### config.mk
export PLATFORM = sky130hd
export DESIGN_NAME = cmft_ports
export DESIGN_NICKNAME = d
export VERILOG_FILES = /design/src/rtl/cmft_ports.v
export VERILOG_INCLUDE_DIRS = /design/src /design/src/rtl
export SDC_FILE = /design/constraint.sdc
export NUM_CORES = 1
export LEC_CHECK = 0
export BUFFER_PORTS_ARGS = -buffer_cell sky130_fd_sc_hd__buf_2
export CAP_MARGIN = 0
export CORE_MARGIN = 3
export CORE_UTILIZATION = 41
export DETAILED_ROUTE_END_ITERATION = 16
export SETUP_SLACK_MARGIN = 0.5
export SLEW_MARGIN = 20
export SYNTH_ARGS = -nofsm -noshare
export SYNTH_HDL_FRONTEND = slang
export SYNTH_SLANG_ARGS = --single-unit
### constraint.sdc
create_clock -name clk_sys -period 3.2 [get_ports clk_sys]
set_clock_uncertainty 0.15 [all_clocks]
set_input_delay 0.32 -clock clk_sys [delete_from_list [all_inputs] [get_ports clk_sys]]
set_output_delay 0.32 -clock clk_sys [all_outputs]
set_load 0.01 [all_outputs]
### src/rtl/cmft_defs.vh
// How it works
// - each port listens to any slot on either bus
// - both buses handled by identical logic
// - outgoing dialling sends forward tones, detects backward tones
// - incoming collection sends backward tones, detects forward tones
// - automatic mode runs compelled handshake without controller steps, on ports 0 to 2 only
// - samples are A-law or mu-law PCM at the bus rate
// - sequencer decides forward or backward sending from the port's outgoing setting
// - port freed once call is cut through
// - card takes eight consecutive port addresses
// - transmit slot alone identifies the port, bus taken from the port setting
// - log of tone events kept, readable while sending
// - a poll with the log empty returns status changes since previous report
// - lamp lights when its control bit is written low
// - law switches: closed selects mu-law, open selects A-law
// - gain step disabled when switch closed, enabled when open
// - backward signal 3 means address complete, switch to group B
`ifndef CMFT_DEFS_VH
`define CMFT_DEFS_VH
`define CMFT_NPORTS       8
`define CMFT_SLOTS        32
`define CMFT_SIG_ADDR_CMP 4'h3
`define CMFT_LAMPS_RESET  3'h7
`define CMFT_LOG_DEPTH    16
`define CMFT_EV_TONE      2'h0
`define CMFT_EV_DIGIT     2'h1
`define CMFT_EV_CHANGE    2'h2
`endif

### src/rtl/cmft_ports.v
`timescale 1ns/1ps
`default_nettype none
`include "cmft_defs.vh"
module cmft_ports #(
  parameter LOG_DEPTH = `CMFT_LOG_DEPTH
) (
  input  wire        clk_sys,
  input  wire        rst_n,
  input  wire [7:0]  cardBase,
  input  wire        pcmClk,
  input  wire        pcmSync,
  input  wire        pcmBus0,
  input  wire        pcmBus1,
  output reg         pcmTx0,
  output reg         pcmTx1,
  output reg         pcmTxEn0N,
  output reg         pcmTxEn1N,
  input  wire        cfgWr,
  input  wire [2:0]  cfgPort,
  input  wire [4:0]  cfgSlot,
  input  wire        cfgBus,
  input  wire        cfgOutgoing,
  input  wire        cfgAuto,
  input  wire [3:0]  ruleDigits,
  input  wire        cutThrough,
  input  wire [2:0]  toneValid,
  input  wire [23:0] toneCodeIn,
  output reg  [7:0]  portBusy,
  output reg  [7:0]  sendForward,
  output reg  [31:0] sendCode,
  output reg  [7:0]  groupB,
  output reg  [7:0]  rxSample,
  output reg  [2:0]  rxPort,
  output reg         rxValid,
  input  wire        poll,
  output reg         pollValid,
  output reg  [15:0] pollData,
  output reg  [7:0]  portAddr0,
  input  wire        lampWr,
  input  wire [2:0]  lampBits,
  output reg         lampRedN,
  output reg         lampYellowN,
  output reg         lampGreenN,
  input  wire        lawSwToneCard,
  input  wire        lawSwDevice,
  input  wire [2:0]  gainSw,
  output reg         toneCardMuLaw,
  output reg         deviceMuLaw,
  output reg  [2:0]  gainEnable
);
  localparam AW = 4;
  // three-stage sampling of link pins
  reg [2:0] clkS_q, syncS_q, b0S_q, b1S_q;
  always @(posedge clk_sys or negedge rst_n) begin
    if (!rst_n) begin
      clkS_q  <= 3'h0;
      syncS_q <= 3'h0;
      b0S_q   <= 3'h0;
      b1S_q   <= 3'h0;
    end else begin
      clkS_q  <= {clkS_q[1:0], pcmClk};
      syncS_q <= {syncS_q[1:0], pcmSync};
      b0S_q   <= {b0S_q[1:0], pcmBus0};
      b1S_q   <= {b1S_q[1:0], pcmBus1};
    end
  end
  reg clkLvl_q;
  wire clkAgree = (clkS_q[2] == clkS_q[1]);
  wire clkRise  = clkAgree && clkS_q[2] && !clkLvl_q;
  wire clkFall  = clkAgree && !clkS_q[2] && clkLvl_q;
  // bit and slot counters of the frame, sync resets at rise
  reg [7:0] bitCnt_q;
  reg [7:0] sh0_q, sh1_q;
  always @(posedge clk_sys or negedge rst_n) begin
    if (!rst_n) begin
      clkLvl_q <= 1'b0;
      bitCnt_q <= 8'h00;
      sh0_q    <= 8'h00;
      sh1_q    <= 8'h00;
    end else begin
      if (clkAgree)
        clkLvl_q <= clkS_q[2];
      if (clkRise) begin
        bitCnt_q <= syncS_q[2] ? 8'h01 : bitCnt_q + 8'h01;
        sh0_q <= {sh0_q[6:0], b0S_q[2]};
        sh1_q <= {sh1_q[6:0], b1S_q[2]};
      end
    end
  end
  wire [7:0] bitNow = syncS_q[2] ? 8'h00 : bitCnt_q;
  wire [4:0] slotDone = bitNow[7:3] - 5'h01;
  wire [4:0] slotNext = bitNow[7:3] + 5'h01;  // wraps from slot 31 to slot 0
  // per port configuration table
  reg [4:0] slot_q [0:7];
  reg [7:0] busSel_q, outgo_q, auto_q;
  reg [3:0] digCnt_q [0:7];
  // port capture: one octet per port per frame, last slot closes at frame start
  integer i;
  always @(posedge clk_sys or negedge rst_n) begin
    if (!rst_n) begin
      rxValid <= 1'b0;
      rxPort  <= 3'h0;
      rxSample <= 8'h00;
    end else begin
      rxValid <= 1'b0;
      if (clkRise && bitNow[2:0] == 3'h0) begin
        for (i = 0; i < 8; i = i + 1) begin
          if (portBusy[i] && slot_q[i] == slotDone) begin
            rxValid  <= 1'b1;
            rxPort   <= i[2:0];
            rxSample <= busSel_q[i] ? sh1_q : sh0_q;
          end
        end
      end
    end
  end
  // transmit: load on last bit of previous slot so the octet fills its own slot
  reg [7:0] txSh_q;
  reg       txOn_q, txBus_q;
  always @(posedge clk_sys or negedge rst_n) begin
    if (!rst_n) begin
      txSh_q <= 8'h00;
      txOn_q <= 1'b0;
      txBus_q <= 1'b0;
      pcmTx0 <= 1'b0;
      pcmTx1 <= 1'b0;
      pcmTxEn0N <= 1'b1;
      pcmTxEn1N <= 1'b1;
    end else begin
      if (clkRise && bitNow[2:0] == 3'h7) begin
        txOn_q <= 1'b0;
        for (i = 0; i < 8; i = i + 1) begin
          // transmit slot alone identifies port, bus taken from it
          if (portBusy[i] && slot_q[i] == slotNext) begin
            txOn_q  <= 1'b1;
            txBus_q <= busSel_q[i];
            txSh_q  <= {sendForward[i], 3'h0, sendCode[4*i +: 4]};
          end
        end
      end else if (clkRise) begin
        txSh_q <= {txSh_q[6:0], 1'b0};
      end
      if (clkFall) begin
        pcmTx0 <= txSh_q[7];
        pcmTx1 <= txSh_q[7];
        pcmTxEn0N <= !(txOn_q && !txBus_q);
        pcmTxEn1N <= !(txOn_q && txBus_q);
      end
    end
  end
  // event log
  reg [15:0] log_q [0:LOG_DEPTH-1];
  reg [AW-1:0] wp_q, rp_q;
  reg [AW:0] cnt_q;
  reg [7:0] chg_q;
  reg       evW;
  reg [15:0] evD;
  integer k;
  always @* begin
    evW = 1'b0;
    evD = 16'h0000;
    for (k = 0; k < 3; k = k + 1) begin
      if (toneValid[k] && !evW) begin
        evW = 1'b1;
        evD = {`CMFT_EV_TONE, 3'h0, k[2:0], 4'h0, toneCodeIn[8*k +: 4]};
      end
    end
  end
  // port state: sequencer, handshake, release
  always @(posedge clk_sys or negedge rst_n) begin
    if (!rst_n) begin
      portBusy <= 8'h00;
      busSel_q <= 8'h00;
      outgo_q <= 8'h00;
      auto_q <= 8'h00;
      sendForward <= 8'h00;
      sendCode <= 32'h0000_0000;
      groupB <= 8'h00;
      chg_q <= 8'h00;
      for (i = 0; i < 8; i = i + 1) begin
        slot_q[i] <= 5'h00;
        digCnt_q[i] <= 4'h0;
      end
    end else begin
      if (cfgWr) begin
        slot_q[cfgPort] <= cfgSlot;
        busSel_q[cfgPort] <= cfgBus;
        outgo_q[cfgPort] <= cfgOutgoing;
        auto_q[cfgPort] <= cfgAuto;
        portBusy[cfgPort] <= 1'b1;
        groupB[cfgPort] <= 1'b0;
        digCnt_q[cfgPort] <= 4'h0;
        sendForward[cfgPort] <= cfgOutgoing;
        sendCode[4*cfgPort +: 4] <= 4'h0;
      end
      if (cutThrough)
        portBusy[cfgPort] <= 1'b0;
      for (i = 0; i < 3; i = i + 1) begin
        if (toneValid[i] && portBusy[i] && auto_q[i]) begin
          if (outgo_q[i]) begin
            if (toneCodeIn[8*i +: 4] == `CMFT_SIG_ADDR_CMP)
              groupB[i] <= 1'b1;
            else if (digCnt_q[i] < ruleDigits) begin
              digCnt_q[i] <= digCnt_q[i] + 4'h1;
              sendCode[4*i +: 4] <= digCnt_q[i] + 4'h1;
            end
          end else begin
            sendCode[4*i +: 4] <= (digCnt_q[i] + 4'h1 >= ruleDigits) ? `CMFT_SIG_ADDR_CMP : 4'h1;
            digCnt_q[i] <= digCnt_q[i] + 4'h1;
          end
        end
      end
      // change flags, set wins over clear
      chg_q <= ((poll && cnt_q == 0) ? 8'h00 : chg_q) | {5'h00, toneValid};
    end
  end
  // ordered log, events arriving while full are dropped
  always @(posedge clk_sys or negedge rst_n) begin
    if (!rst_n) begin
      wp_q <= {AW{1'b0}};
      rp_q <= {AW{1'b0}};
      cnt_q <= {(AW+1){1'b0}};
      pollValid <= 1'b0;
      pollData <= 16'h0000;
    end else begin
      pollValid <= 1'b0;
      if (evW && cnt_q != LOG_DEPTH) begin
        log_q[wp_q] <= evD;
        wp_q <= wp_q + 1'b1;
      end
      if (poll) begin
        pollValid <= 1'b1;
        if (cnt_q != 0) begin
          pollData <= log_q[rp_q];
          rp_q <= rp_q + 1'b1;
        end else
          pollData <= {`CMFT_EV_CHANGE, 6'h00, chg_q};
      end
      cnt_q <= cnt_q + ((evW && cnt_q != LOG_DEPTH) ? 1'b1 : 1'b0) - ((poll && cnt_q != 0) ? 1'b1 : 1'b0);
    end
  end
  // lamps, switches, card address
  always @(posedge clk_sys or negedge rst_n) begin
    if (!rst_n) begin
      {lampRedN, lampYellowN, lampGreenN} <= `CMFT_LAMPS_RESET;
      toneCardMuLaw <= 1'b0;
      deviceMuLaw <= 1'b0;
      gainEnable <= 3'h0;
      portAddr0 <= 8'h00;
    end else begin
      if (lampWr)
        {lampRedN, lampYellowN, lampGreenN} <= lampBits;
      toneCardMuLaw <= lawSwToneCard;
      deviceMuLaw <= lawSwDevice;
      gainEnable <= ~gainSw;
      portAddr0 <= {cardBase[7:3], 3'h0};
    end
  end
endmodule
`default_nettype wire

==> results.tsv <==
stage	metric	value	unit
clock_network	clock sink count	294	
sta	Worst Hold Slack	0.02073	ns
worst_setup_path	WS Path Type	reg -> reg	
cells_and_area	Finished Cell Area	18630	um2
pwr	Pwr per Cell Area	720.3	nW/um2
sta	Slew Limit Fails	0	
sta	RSZ-0062 raised after global routing	yes	
worst_setup_path	reg-to-reg setup timing slack	0.09	ns
global_routing	met2 Track Usage GR	0.3380	
place	GPL Wtd Cong	0.8863	
synth	Commonest cells post-synth	dfrtp_1 (193), nand2_1 (188), edfxtp_1 (96), o21ai_0 (65), nor2_1 (56)	
sta	min Tclk post-route	3.109	ns
global_routing	initial antenna violation count	1	
cells_and_area	P&R area growth vs syn	24.72	%
global_routing	GR Util met1	0.2779	
worst_setup_path	R2R Path Start	syncS_q[2]	
floorplanning	starting density of the core	0.4180	
global_routing	largest net degree at the start of global routing	118	
place	Placement Cell Area	16550	um2
synth	Syn Area/Cell	11.66	um2
routing	DRT antenna net count	0	
routing	via count	10667	
hold_path	Min-Delay Path Class	in -> reg	
routing	wire length per cell	19.27	um
clock_network	Worst-Skew Late Latency	0.52	ns
synth	Cell variety after synth	87	
synth	cell taking the most area after synthesis	dfrtp_1	
clock_network	CTS tree	done	
synth	predominant post-synthesis flop cell	dfrtp_1	
synth	top cells by area, synth	dfrtp_1 (32%), edfxtp_1 (19%), nand2_1 (4.7%), mux4_2 (4.5%), ha_1 (3.8%)	
global_routing	All-Layer GR Usage	0.2011	
synth	top-count cell post-synth	dfrtp_1	
global_routing	gr ovfl total	0	
cells_and_area	NumNets Final	1648	
worst_setup_path	worst-path fanout max	6	
worst_setup_path	Setup crit start	syncS_q[2]	
sta	Fmax	321.6	MHz
clock_network	Worst-path clk slew	0.06	ns
pwr	Reg power frac	0.398	
place	half-perimeter wire length after placement	27240	um
cells_and_area	final core utilization	0.5213	
floorplanning	core footprint	35740	um2
synth	post-synthesis sequential area ratio	0.5250	
synth	mapped cell area	14940	um2
cells_and_area	fillers	3085	
floorplanning	Die ar.	38760	um2
sta	Final Hold Fails	0	
place	I/O Buffers	125	
sta	setup TNS	0	ns
sta	Final setup viols	0	
pwr	worst IR drop on VDD	0.3852	mV
cells_and_area	layout cells sized above 1	0.3038	
routing	drt via density	5.278	
pwr	cell internal pwr	8.994	mW
floorplanning	width of the die	196.9	um
global_routing	met3 Use GR	0.02821	
sta	Worst-Margin Slew	0.7375	ns
synth	YS warnings	0	
worst_setup_path	CP Capture Type	flip-flop	
hold_path	hold path start	toneCodeIn[18]	
clock_network	Root Buffer	clkbuf_16	
sta	Rel. slew slack	0.5083	
outcome	status	complete, no violations	
global_routing	first-pass GRT wire length	61800	um
pwr	Logic pwr share	0.311	
run	max-capacitance violation count	0	
worst_setup_path	CP arrival	3.37	ns
clock_network	CTS max path bufs	3	
routing	DRC errors left	0	
global_routing	vias in the first global route	10757	
worst_setup_path	Startpoint Class	flip-flop	
floorplanning	Core Rows	69	
routing	drt pass-1 iters	5	
synth	Post-synth ARST share	0.6735	
global_routing	GRT Max-Usage Layer	met2	
synth	flops & latches, synth	294	
pwr	Net Sw Frac	0.3298	
synth	Synth Instances	1281	
clock_network	# H-tree levels	2	
routing	final wirelength	38950	um
pwr	Clk pwr share	0.291	
synth	Yosys top cell area share	0.3233	
worst_setup_path	worst endpoint required time	3.46	ns
pwr	PnR Total Power	13.42	mW
clock_network	total CTS buffers	34	
pwr	Pleak	8.183	nW
pwr	sw power	4.426	mW
routing	Initial DRC Count	610	
synth	number of synthesized flops with an enable pin	96	
floorplanning	number of I/O pins	173	
cells_and_area	diode count	0	
floorplanning	Die Ht	196.9	um
sta	Tcrit/Tclk final	0.9716	
[metal layers]
layer | vias to the layer above | wire length (um)
met5 | - | 0
met4 | 0 | 800
met3 | 55 | 1619
met2 | 230 | 19080
met1 | 5367 | 17450
li1 | 5015 | -
[path summary, 6_finish.rpt]
path,end,cells past startpoint
max reg2reg,txBus_q,13
min in group asynchronous,chg_q[2],2
min,groupB[2],4
max in group asynchronous,sendForward[4],3
min reg2reg,b0S_q[2],0
max,txBus_q,13
[cell type report]
cell class	instances	area [um2]	area share
Inverter	57	216.5	0.01162
Multi-Input combinational cell	876	6840	0.3671
Sequential cell	294	7846	0.4211
Timing Repair Buffer	271	2017	0.1083
Clock buffer	51	985.9	0.05292
Clock inverter	11	148.9	0.007991
Tap cell	461	576.8	0.03096
[flip-flops by register name (all words and copies together) (netlist names), 4 cells and up]
| register | flops |
|---|---|
| rxSample | 8 |
| txSh_q | 8 |
| groupB | 8 |
| sendForward | 8 |
| wp_q | 4 |
| bitCnt_q | 8 |
| cnt_q | 5 |
| slot_q | 40 |
| sh1_q | 8 |
| pollData | 7 |
| portBusy | 8 |
| sh0_q | 8 |
| portAddr0 | 5 |
| log_q | 96 |
| sendCode | 12 |
| digCnt_q | 12 |
| busSel_q | 8 |
| rp_q | 4 |
[stage by stage]
stage | worst slack, ns | instances
6_report | 0.09092 | 2021
5_1_grt | -0.02731 | 2021
4_1_cts | 0.1277 | 2017
3_5_place_dp | -0.3125 | 1894
3_3_place_gp | -0.1881 | 1894
2_1_floorplan | -0.04479 | 1312
[logic make-up after synthesis]
| logic type | after synthesis | synth area share |
|---|---|---|
| and+or+nand+nor | 393 | 0.1280 |
| other | 1 | 0.0002510 |
| AOI/OAI and AO/OA | 219 | 0.1072 |
| adders and majority gates | 46 | 0.03903 |
| xor gates and xnor gates | 88 | 0.05997 |
| DFF | 294 | 0.5250 |
| buffers and inverters | 145 | 0.04799 |
| muxes | 95 | 0.09255 |
[layout by cell type, fill, tap and decap left out, types with 13 or more instances in the layout]
master,instances
nand3_1,36
conb_1,32
xor2_1,41
o21ai_0,63
buf_12,13
mux2i_1,19
xnor2_1,33
inv_1,53
buf_4,89
mux4_2,30
a21oi_2,18
buf_2,124
nor2b_1,24
a21oi_1,26
clkbuf_16,35
and2_1,14
ha_1,42
nor3_1,15
dfrtp_1,191
nor2_1,52
nand2_1,187
mux2_2,44
dlygate4sd3_1,34
edfxtp_1,96
[worst max-delay path, stage by stage (launching register included)]
cell and delay [ns]:
dfrtp_2 0.44, nor2b_4 0.15, buf_4 0.14, ha_4 0.16
nand3_4 0.10, xor2_4 0.18, nor2_4 0.19, buf_12 0.14
xor2_2 0.05, or4_4 0.60, nor3b_2 0.20, a2bb2oi_2 0.15
o32ai_1 0.11, mux2_2 0.26
[power groups by stage]
stage	sequential (mW)	clock, mW	combinational (mW)
after floorplan	5.14	0	2.84
after global placement	5.36	0	3.89
after detailed placement	5.39	0	3.96
after CTS	5.33	4.02	4.17
after global routing	5.43	4.15	4.62
final	5.34	3.91	4.17
[timing repair]
item,CTS,global route
pin swaps,56,12
endpoints found under the setup margin,22,23
gates resized for setup,44,18
cloned,4,0
setup buffers,23,4
hold buffers,34,0
endpoints found under the hold margin,87,0
No activity file was read; power rests on OpenSTA's default activity.
